## config.mk

```make
export PLATFORM = sky130hd
export DESIGN_NAME = viu_top
export DESIGN_NICKNAME = d
export VERILOG_FILES = /design/src/shared/viu_pkg.sv /design/src/design/viu_top.sv
export SDC_FILE = /design/constraint.sdc
export NUM_CORES = 2
export LEC_CHECK = 0
export ABC_CLOCK_PERIOD_IN_PS = 41700
export BUFFER_PORTS_ARGS = -buffer_cell sky130_fd_sc_hd__buf_2
export CAP_MARGIN = 10
export CORE_ASPECT_RATIO = 1.2
export CORE_MARGIN = 4
export CORE_UTILIZATION = 50
export DETAILED_ROUTE_END_ITERATION = 7
export GPL_TIMING_DRIVEN = 0
export PLACE_DENSITY = 0.79
export SLEW_MARGIN = 20
export SYNTH_ARGS = -nofsm -noshare
export SYNTH_HDL_FRONTEND = slang
export SYNTH_SLANG_ARGS = --single-unit
```

## constraint.sdc

```tcl
create_clock -name ref_clk -period 41.7 [get_ports ref_clk]
set_clock_uncertainty 0.2 [all_clocks]
set_input_delay 6.255 -clock ref_clk [delete_from_list [all_inputs] [get_ports ref_clk]]
set_output_delay 6.255 -clock ref_clk [all_outputs]
set_load 0.02 [all_outputs]
```

## src/shared/viu_pkg.sv

```systemverilog
package viu_pkg;
    localparam int         VIU_NSRC      = 32;
    localparam int         VIU_ADDR_W    = 9;
    localparam logic [8:0] VIU_OFF_MODE  = 9'h000;
    localparam logic [8:0] VIU_OFF_HNDL  = 9'h080;
    localparam logic [8:0] VIU_OFF_NVEC  = 9'h100;
    localparam logic [8:0] VIU_OFF_FVEC  = 9'h104;
    localparam logic [8:0] VIU_OFF_CUR   = 9'h108;
    localparam logic [8:0] VIU_OFF_PEND  = 9'h10c;
    localparam logic [8:0] VIU_OFF_ENA   = 9'h110;
    localparam logic [8:0] VIU_OFF_CORE  = 9'h114;
    localparam logic [8:0] VIU_OFF_ENCMD = 9'h120;
    localparam logic [8:0] VIU_OFF_DISCMD = 9'h124;
    localparam logic [8:0] VIU_OFF_CLRCMD = 9'h128;
    localparam logic [8:0] VIU_OFF_SETCMD = 9'h12c;
    localparam logic [8:0] VIU_OFF_EOS   = 9'h130;
    localparam logic [8:0] VIU_OFF_SPUR  = 9'h134;
    localparam int         VIU_PRIO_LSB  = 0;
    localparam int         VIU_TRIG_LSB  = 5;
    localparam logic [31:0] VIU_EXT_MASK = 32'h3000_0001;
    localparam logic [31:0] VIU_WORD_RST = 32'h0000_0000;
    localparam int         VIU_STK_DEPTH = 8;
    localparam logic [3:0] VIU_STK_FULL  = 4'h8;
endpackage

```

## src/design/viu_top.sv

```systemverilog
// The plain strobed port is this design's own decision.
`timescale 1ns/1ps
module viu_top
    import viu_pkg::*;
(
    input  wire logic        ref_clk,               // 200 MHz clock
    input  wire logic        rst_b,                 // Async reset, low
    input  wire logic [8:0]  addr,                  // Register byte address
    input  wire logic        wr_en,                 // Write strobe
    input  wire logic        rd_en,                 // Read strobe
    input  wire logic [31:0] wdata,                 // Write data
    output logic      [31:0] rd_data,               // Read data, cycle after
    input  wire logic [31:0] src_in,                // Interrupt sources
    output logic             normal_request_line_n, // Normal request, low
    output logic             fast_request_line_n    // Fast request, low
);

    typedef struct packed {
        logic [VIU_NSRC-1:0][2:0]  prio;
        logic [VIU_NSRC-1:0][1:0]  trig;
        logic [VIU_NSRC-1:0][31:0] handler_address;
        logic [31:0]               spur_vec;
        logic [31:0]               ena;
        logic [31:0]               edge_pend;
        logic [31:0]               sy1;
        logic [31:0]               sy2;
        logic [31:0]               prev;
        logic [VIU_STK_DEPTH-1:0][7:0] stack;
        logic [3:0]                depth;
        logic                      spur;
        logic                      irq_n;
        logic                      fiq_n;
        logic [31:0]               rdata;
    } viu_state_t;

    viu_state_t s_q;
    viu_state_t s_d;

    logic [31:0] src_now;
    logic [31:0] lvl_act;
    logic [31:0] edge_det;
    logic [31:0] is_edge;
    logic [31:0] pend;
    logic        best_ok;
    logic [4:0]  best_idx;
    logic [2:0]  best_prio;
    logic [2:0]  top_idx;
    logic [2:0]  cur_prio;
    logic [4:0]  cur_src;
    logic        irq_want;
    logic        fiq_want;
    logic [6:0]  widx;

    assign widx    = addr[8:2];
    assign top_idx = 3'(s_q.depth - 4'h1);
    assign cur_prio = s_q.stack[top_idx][2:0];
    assign cur_src  = s_q.stack[top_idx][7:3];

    // Per-source detection; only external pins (VIU_EXT_MASK) go through the synchroniser
    for (genvar i = 0; i < VIU_NSRC; i++) begin : g_src
        logic hi;
        logic x;
        logic p;
        assign x  = VIU_EXT_MASK[i] ? s_q.sy2[i] : src_in[i];
        assign src_now[i] = x;
        assign p  = s_q.prev[i];
        assign hi = s_q.trig[i][1] | ~VIU_EXT_MASK[i];
        assign lvl_act[i]  = hi ? x : ~x;
        assign edge_det[i] = hi ? (x & ~p) : (~x & p);
        assign is_edge[i]  = s_q.trig[i][0];
        assign pend[i] = is_edge[i] ? s_q.edge_pend[i] : lvl_act[i];
        // Selection checks per normal source
        if (i != 0) begin : g_chk

        end
    end

    // Highest urgency wins, lowest source number on a tie
    always_comb begin
        best_ok   = 1'b0;
        best_idx  = 5'h00;
        best_prio = 3'h0;
        for (int i = 1; i < VIU_NSRC; i++) begin
            if (pend[i] && s_q.ena[i] && (!best_ok || s_q.prio[i] > best_prio)) begin
                best_ok   = 1'b1;
                best_idx  = 5'(i);
                best_prio = s_q.prio[i];
            end
        end
    end

    // Lines follow live state, so a vanished source drops them on the next clock
    assign irq_want = best_ok && !s_q.spur &&
                      (s_q.depth == 4'h0 || best_prio > cur_prio);
    assign fiq_want = pend[0] && s_q.ena[0] && !s_q.spur;

    always_comb begin
        logic [31:0] set_m;
        logic [31:0] clr_m;
        logic        nack;
        logic        fack;
        s_d   = s_q;
        set_m = edge_det;
        clr_m = 32'h0000_0000;
        nack  = !s_q.irq_n && irq_want;
        fack  = !s_q.fiq_n && fiq_want;
        s_d.sy1   = src_in;
        s_d.sy2   = s_q.sy1;
        s_d.prev  = src_now;
        s_d.rdata = VIU_WORD_RST;

        if (wr_en) begin
            if (addr < VIU_OFF_HNDL) begin
                s_d.prio[widx[4:0]] = wdata[VIU_PRIO_LSB +: 3];
                s_d.trig[widx[4:0]] = wdata[VIU_TRIG_LSB +: 2] &
                                      {VIU_EXT_MASK[widx[4:0]], 1'b1};
            end else if (addr < VIU_OFF_NVEC) begin
                s_d.handler_address[widx[4:0]] = wdata;
            end else begin
                case (addr)
                    VIU_OFF_ENCMD:  s_d.ena = s_q.ena | wdata;
                    VIU_OFF_DISCMD: s_d.ena = s_q.ena & ~wdata;
                    VIU_OFF_CLRCMD: clr_m = wdata;
                    VIU_OFF_SETCMD: set_m = edge_det | wdata;
                    VIU_OFF_SPUR:   s_d.spur_vec = wdata;
                    VIU_OFF_EOS: begin
                        if (s_q.spur) begin
                            s_d.spur = 1'b0;
                        end else if (s_q.depth != 4'h0) begin
                            s_d.depth = s_q.depth - 4'h1;
                        end
                    end
                    default: ;
                endcase
            end
        end

        if (rd_en) begin
            if (addr < VIU_OFF_HNDL) begin
                s_d.rdata = {25'h0, s_q.trig[widx[4:0]], 2'h0,
                             s_q.prio[widx[4:0]]};
            end else if (addr < VIU_OFF_NVEC) begin
                s_d.rdata = s_q.handler_address[widx[4:0]];
            end else begin
                case (addr)
                    VIU_OFF_NVEC: begin
                        // A read with the normal line asserted and irq_want still true acknowledges, a debug probe included
                        if (nack) begin
                            s_d.rdata = s_q.handler_address[best_idx];
                            clr_m[best_idx] = 1'b1;
                            if (s_q.depth != VIU_STK_FULL) begin
                                s_d.stack[s_q.depth[2:0]] = {best_idx, best_prio};
                                s_d.depth = s_q.depth + 4'h1;
                            end
                        end else begin
                            s_d.rdata = s_q.spur_vec;
                            s_d.spur  = 1'b1;
                        end
                    end
                    VIU_OFF_FVEC: begin
                        if (fack) begin
                            s_d.rdata = s_q.handler_address[0];
                            clr_m[0]  = 1'b1;
                        end else begin
                            s_d.rdata = s_q.spur_vec;
                            s_d.spur  = 1'b1;
                        end
                    end
                    VIU_OFF_CUR: begin
                        if (s_q.depth != 4'h0 && !s_q.spur) begin
                            s_d.rdata = {27'h0, cur_src};
                        end else begin
                            s_d.rdata = VIU_WORD_RST;
                        end
                    end
                    VIU_OFF_PEND: s_d.rdata = pend;
                    VIU_OFF_ENA:  s_d.rdata = s_q.ena;
                    VIU_OFF_CORE: s_d.rdata = {30'h0, ~s_q.irq_n, ~s_q.fiq_n};
                    VIU_OFF_SPUR: s_d.rdata = s_q.spur_vec;
                    default:      s_d.rdata = VIU_WORD_RST;
                endcase
            end
        end

        // New edge beats a same-cycle clear; level sources keep no latch
        s_d.edge_pend = ((s_q.edge_pend & ~clr_m) | set_m) & is_edge;

        // A spurious read blocks both lines from the very next cycle
        s_d.irq_n = ~(irq_want && !s_d.spur);
        s_d.fiq_n = ~(fiq_want && !s_d.spur);
    end

    always_ff @(posedge ref_clk or negedge rst_b) begin
        if (!rst_b) begin
            s_q       <= '0;
            s_q.irq_n <= 1'b1;
            s_q.fiq_n <= 1'b1;
        end else begin
            s_q <= s_d;
        end
    end

    assign rd_data               = s_q.rdata;
    assign normal_request_line_n = s_q.irq_n;
    assign fast_request_line_n   = s_q.fiq_n;
endmodule

```

Word level (Yosys, flattened, before mapping)
Memory sizes are Yosys's and may differ from the RTL's.
Cells that the tools add are included.
- bits of input ports: 77
- latch bits: 0
- memories: 1
- logic and storage cells: 597
- ROM bits: 32
- memory bits (writable): 0
- bits in registers: 1475
- output and inout bits: 34
- memory list (memory ; words ; bits a word ; rd ports ; clocked after memory_dff ; write ports ; RTL line ; source):
    (no name shown) ; 32 ; 1 ; 1 ; 0 ; 0 ; viu_top.sv:116 ; {VIU_EXT_MASK[widx[4:0]], 1'b1};
- shift-type cells: 0
- bitwise gates (word level): 86
- reductions and logical operators: 146
- order comparisons: 40
- mux-type cells: 194
- divide/modulo/power cells: 0
- equal/unequal tests: 13
- multiply operators: 0
- add/sub/neg operators: 2
- operator list (cell ; count):
    $bwmux W1024 ; 1
    $mux W32 ; 20
    $bmux W32 S5 ; 2
    $pmux W32 S7 ; 1
    $demux W32 S5 ; 1
    $bwmux W64 ; 2
    $or A32 B32 Y32 ; 4
    $mux W5 ; 24
    $mux W3 ; 37
    $eq A9 B9 Y1 const B ; 12
    $and A32 B32 Y32 ; 3
    $bwmux W96 ; 1
    $gt A3 B3 Y1 ; 31
    $mux W1 ; 75
    $logic_and A1 B1 Y1 ; 73
    $not A32 Y32 ; 2
    $pmux W32 S2 ; 1
    $mux W4 ; 13
    $not A1 Y1 ; 41
    $and A1 B1 Y1 ; 35
    $logic_not A1 Y1 ; 34
    $logic_or A1 B1 Y1 ; 31
    $mux W31 ; 1
    $bmux W8 S3 ; 1
    26 further kinds ; 35

Depth between registers and ports, before layout
- depth in word-level cells: 137
- depth in mapped cells: 281
- depth with buffers taken out: 275

Least setup slack after synthesis
Ideal clock, no wire load.
- path kind: input to register
- start point: in src_in[1]
- end point: reg s_q, in the netlist rd_data[18]
- library setup time: 0.128 ns
- setup slack: -9.325 ns
- arrival: 50.697 ns
- stages on the path: 252
- data required time: 41.372 ns
- buffers on the path: 7
- cells stage by stage: mux2_2 -> and2_1 -> nand2_1 -> ha_1 -> and3_1 -> a21oi_1 -> a21oi_4 -> a21oi_1 -> ha_1 -> a211oi_1 -> o22ai_4 -> a221o_1 -> nand2_1 -> ha_1 -> nor2b_1 -> o21a_1 -> o21ai_0 -> a21oi_1 -> [216 not listed] -> o21ai_2 -> mux2i_4 -> inv_1 -> ha_1 -> a21o_1 -> a21oi_1 -> a31oi_1 -> nor2_1 -> a211o_1 -> nor2_1 -> o22ai_1 -> clkbuf_1 -> a221oi_1 -> nor2_1 -> nor2_1 -> o221ai_1 -> a31oi_1 -> nor3_1
- RTL lines (element ; RTL line ; source):
    from (decl) ; viu_top.sv:13 ; input wire logic [31:0] src_in,
    to (decl) ; viu_top.sv:36 ; viu_state_t s_q;

==> impl_table.tex <==
\begin{tabular}{lr}
\hline
Metric & Value \\
\hline
\multicolumn{2}{l}{\textbf{Outcome}} \\
\quad Run status & finished, violations left \\
\quad Violations in the final reports & setup timing \\
\multicolumn{2}{l}{\textbf{Setup path}} \\
\quad Kind of end point of the critical path & flip-flop \\
\quad Cell seen most often among critical-path stages & sky130\_fd\_sc\_hd\_\_a21oi\_2 \\
\quad Worst setup SP type & primary input \\
\quad Crit path max fanout & 10 \\
\quad Worst path arrival time & 51.42 ns \\
\quad Critical path class & in2reg \\
\quad Slowest cell on the critical path & sky130\_fd\_sc\_hd\_\_clkbuf\_2 \\
\quad Largest stage delay on the critical path & 0.81 ns \\
\quad Worst EP required & 42.19 ns \\
\multicolumn{2}{l}{\textbf{Placed design}} \\
\quad Placed cell area & 0.08322 mm\^{}2 \\
\quad Buffers added on ports & 98 \\
\quad Placer Congestion & 1.053 \\
\quad DPL Wire Length & 279,900 um \\
\quad Placed instance count & 8,651 \\
\quad Setup slack at placement & -16.14 ns \\
\multicolumn{2}{l}{\textbf{Synthesis}} \\
\quad Synthesized area per cell & 12.21 um\^{}2 \\
\quad Number of synthesized register bits & 1,421 \\
\quad Instance count of the mapped netlist & 6,424 \\
\quad Largest area contributor in the synthesized netlist & sky130\_fd\_sc\_hd\_\_dfrtp\_1 \\
\quad Synthesized Nets & 6,574 \\
\quad Cell area after synthesis & 0.07845 mm\^{}2 \\
\quad Leading cell types by total area after synthesis & sky130\_fd\_sc\_hd\_\_dfrtp\_1 45\%, sky130\_fd\_sc\_hd\_\_mux2\_2 18\%, sky130\_fd\_sc\_hd\_\_mux4\_2 11\%, sky130\_fd\_sc\_hd\_\_mux2i\_1 4.1\%, sky130\_fd\_sc\_hd\_\_nand2\_1 2.7\% \\
\quad Sequential area share after synthesis & 45.33\% \\
\quad Share of the synthesized area in the top cell type & 45.26\% \\
\quad Library cells used by synthesis & 115 \\
\quad Number of synthesized flops with an enable pin & 0 \\
\quad Share of synthesized registers carrying an async set or reset & 100.0\% \\
\quad Predominant post-synthesis flop cell & sky130\_fd\_sc\_hd\_\_dfrtp\_1 \\
\quad Synth warnings & 0 \\
\multicolumn{2}{l}{\textbf{Detailed routing}} \\
\quad Detailed Routing Iterations Pass 1 & 8 \\
\quad Remaining number of nets flagged by the antenna check after routing & 0 \\
\quad Number of violations reported at the end of detailed-routing iteration 0 & 9,994 \\
\quad Remaining design rule violation count & 0 \\
\quad Overall routed net length & 406,300 um \\
\quad Via-per-instance ratio & 7.345 \\
\quad Routed via count & 68,250 \\
\quad WL per Instance & 43.72 um \\
\multicolumn{2}{l}{\textbf{Timing}} \\
\quad Setup repair after global routing missed its margin & yes \\
\quad Number of endpoints with negative hold slack in the final report & 0 \\
\quad Worst path setup slack after routing & -9.223 ns \\
\quad Pin slew with the least headroom to its limit & 1.350 ns \\
\quad Final critical delay including setup and external delays & 50.92 ns \\
\quad Worst-case headroom to the max-slew limit & 9.994\% \\
\quad Total count of max-transition violations in the final report & 0 \\
\quad Tcrit/Tclk final & 122.1\% \\
\quad Finish-stage setup viols & 134 \\
\quad FMAX & 0.01964 GHz \\
\multicolumn{2}{l}{\textbf{Global routing}} \\
\quad GRT Resource Usage Total & 48.84\% \\
\quad Via count of the first global-routing pass & 66,810 \\
\quad Global route overflow & 0 \\
\quad Largest net degree at the start of global routing & 136 \\
\quad Global-route wire length before repair & 546,900 um \\
\quad Number of antenna violations at the first check in global routing & 44 \\
\multicolumn{2}{l}{\textbf{Floorplan}} \\
\quad Die Footprint & 0.1633 mm\^{}2 \\
\quad Die boundary height & 441.9 um \\
\quad \# IOs & 111 \\
\quad Die boundary width & 369.6 um \\
\quad Standard-cell rows & 159 \\
\quad Placeable core region & 0.1562 mm\^{}2 \\
\quad Initial Utilization & 50.24\% \\
\multicolumn{2}{l}{\textbf{Final layout}} \\
\quad Final cell count without fillers & 9,292 \\
\quad Layout Cell Area excl Fill & 0.09437 mm\^{}2 \\
\quad Fraction of final layout cells sized beyond drive strength 1 & 44.19\% \\
\quad Final-stage net count & 7,180 \\
\quad Most common library cell in the layout ignoring fill and taps & sky130\_fd\_sc\_hd\_\_dfrtp\_1 \\
\quad Utilization of the core after routing & 60.43\% \\
\quad Number of filler cells placed in the layout & 12,330 \\
\quad Most frequent cells in the layout & 1,419 x sky130\_fd\_sc\_hd\_\_dfrtp\_1, 1,232 x sky130\_fd\_sc\_hd\_\_mux2\_2, 529 x sky130\_fd\_sc\_hd\_\_nand2\_1, 387 x sky130\_fd\_sc\_hd\_\_mux4\_2, 336 x sky130\_fd\_sc\_hd\_\_buf\_4 \\
\quad Area Growth Syn to Fin & 20.29\% \\
\multicolumn{2}{l}{\textbf{Clocking}} \\
\quad TritonCTS sink count & 1,421 \\
\quad Clock-pin slew reported for the worst setup and hold paths after clock tree synthesis & 0.06 ns \\
\quad CTS root buf & sky130\_fd\_sc\_hd\_\_clkbuf\_16 \\
\quad Total clock buffers created by CTS & 156 \\
\quad CTS H-tree depth & 4 \\
\quad CTS tree & yes \\
\quad Clk buf depth & 3 \\
\quad Later-pin clock latency in the skew report & 0.88 ns \\
\quad Number of hold buffers added after CTS & 0 \\
\multicolumn{2}{l}{\textbf{Worst hold path}} \\
\quad Hold WC Path Type & reg2reg \\
\multicolumn{2}{l}{\textbf{Job}} \\
\quad MaxCap Viol Count & 0 \\
\multicolumn{2}{l}{\textbf{Power}} \\
\quad Total design power & 4801 uW \\
\quad Worst vdd ir & 0.00005616 V \\
\quad Leakage power of the design & 0.04185 uW \\
\quad Power density over the cells & 50.88 mW/mm\^{}2 \\
\hline
\end{tabular}
[sequential cells by signal, indices dropped and copies added (netlist names), named ones only]
signal,cells
s_q,1282
g_src.p,32
is_edge,32
rd_data,32
g_src.hi,3
g_src.x,3
s_d,3
fast_request_line_n,1
normal_request_line_n,1
[layer usage]
metal  GRT usage [%]  routed length (um)
met3           22.69               54900
met4           48.63               53700
met1           54.04              130900
met5         0.08876                 385
met2           67.61              166400
[cell usage after synthesis (9+ instances only)]
library cell / count
sky130_fd_sc_hd__mux2i_1: 321
sky130_fd_sc_hd__mux2_2: 1240
sky130_fd_sc_hd__o211a_1: 9
sky130_fd_sc_hd__buf_2: 77
sky130_fd_sc_hd__or3_1: 27
sky130_fd_sc_hd__o31ai_1: 20
sky130_fd_sc_hd__o21a_1: 18
sky130_fd_sc_hd__inv_1: 116
sky130_fd_sc_hd__a22oi_1: 37
sky130_fd_sc_hd__nand4_1: 24
sky130_fd_sc_hd__ha_1: 73
sky130_fd_sc_hd__a21boi_0: 13
sky130_fd_sc_hd__a41oi_1: 17
sky130_fd_sc_hd__o221ai_1: 127
sky130_fd_sc_hd__buf_1: 66
sky130_fd_sc_hd__nand3_1: 132
sky130_fd_sc_hd__o211ai_1: 37
sky130_fd_sc_hd__a21o_1: 17
sky130_fd_sc_hd__a31oi_1: 117
sky130_fd_sc_hd__nor4_1: 22
sky130_fd_sc_hd__nand2b_1: 19
sky130_fd_sc_hd__o22ai_1: 91
sky130_fd_sc_hd__and3_1: 49
sky130_fd_sc_hd__mux4_2: 387
sky130_fd_sc_hd__a211o_1: 10
sky130_fd_sc_hd__and2_1: 66
sky130_fd_sc_hd__dfrtp_1: 1419
sky130_fd_sc_hd__a221oi_1: 14
sky130_fd_sc_hd__a21oi_1: 182
sky130_fd_sc_hd__nand2_1: 563
sky130_fd_sc_hd__a2bb2oi_1: 13
sky130_fd_sc_hd__nor2b_1: 33
sky130_fd_sc_hd__or2_2: 11
sky130_fd_sc_hd__buf_4: 53
sky130_fd_sc_hd__o21ai_0: 122
sky130_fd_sc_hd__nor2_1: 249
sky130_fd_sc_hd__nor3_1: 41
sky130_fd_sc_hd__clkbuf_1: 371
sky130_fd_sc_hd__a211oi_1: 17
sky130_fd_sc_hd__a221o_1: 33
[worst paths after layout]
kind                            start           to  slack (ns)  cells after the start
setup / recovery            src_in[1]   rd_data[7]       -9.22                    262
hold / removal               s_d[164]  g_src[29].x        0.15                      0
setup reg to reg           is_edge[1]   rd_data[7]       -4.20                    261
hold reg to reg              s_d[164]  g_src[29].x        0.15                      0
max in group asynchronous       rst_b    s_q[1076]       33.58                      5
min in group asynchronous       rst_b    s_q[1150]        5.10                      1
[kinds of logic (layout without fill, tap and decap cells)]
family / Yosys count / count (layout) / synth area share (%)
muxes: 1950 / 1950 / 33.05
buffers and inverters: 688 / 1424 / 3.710
xor gates and xnor gates: 6 / 6 / 0.06698
DFF: 1421 / 1421 / 45.33
AOI/OAI and AO/OA: 1001 / 1001 / 9.118
other: 0 / 39 / 0
adders and majority gates: 75 / 75 / 1.190
and+or+nand+nor: 1283 / 1283 / 7.537
[per-stage QoR]
stage	setup TNS, ns	hold WS (ns)
4_1_cts	-1012.25	0.1491
3_5_place_dp	-1997.71	0.1347
5_1_grt	-1387.03	0.1542
2_1_floorplan	-752.02	0.1312
3_3_place_gp	-1952.22	0.1341
6_report	-1158.20	0.1479
[worst max-delay path, delay by kind of cell]
kind / cells / cell delay (ns)
AO/OA/AOI/OAI: 144 / 23.75
adder cells (fa/ha/maj): 31 / 7.91
AND/OR/NAND/NOR: 51 / 7.06
multiplexers: 6 / 1.79
buffers and inverters: 30 / 4.48
[repair_timing]
action / 4_1_cts / 5_1_grt
setup endpoints to repair: 134 / 134
gates cloned: 1 / 5
gates resized for setup: 381 / 269
hold endpoints to repair: 0 / 0
setup buffers: 235 / 75
pin swaps: 205 / 213
[power by group]
part	switching [uW]	internal, uW	leakage [uW]	total [uW]
clock network	638	857	0.00263	1490
logic	1200	533	0.0200	1730
registers	93.7	1480	0.0193	1570
total	1930	2870	0.0419	4800
[final cells by class]
cell class	instances	area (um^2)	area share, %
Buffer	569	3034	3.215
Inverter	117	451.7	0.4786
Clock inverter	65	840.8	0.8910
Timing Repair Buffer	450	3978	4.215
Clock buffer	223	4548	4.819
Sequential cell	1421	35560	37.68
Antenna cell	39	97.59	0.1034
Multi-Input combinational cell	4315	43240	45.82
Tap cell	2093	2619	2.775
Power figures use the tool's default switching activity.
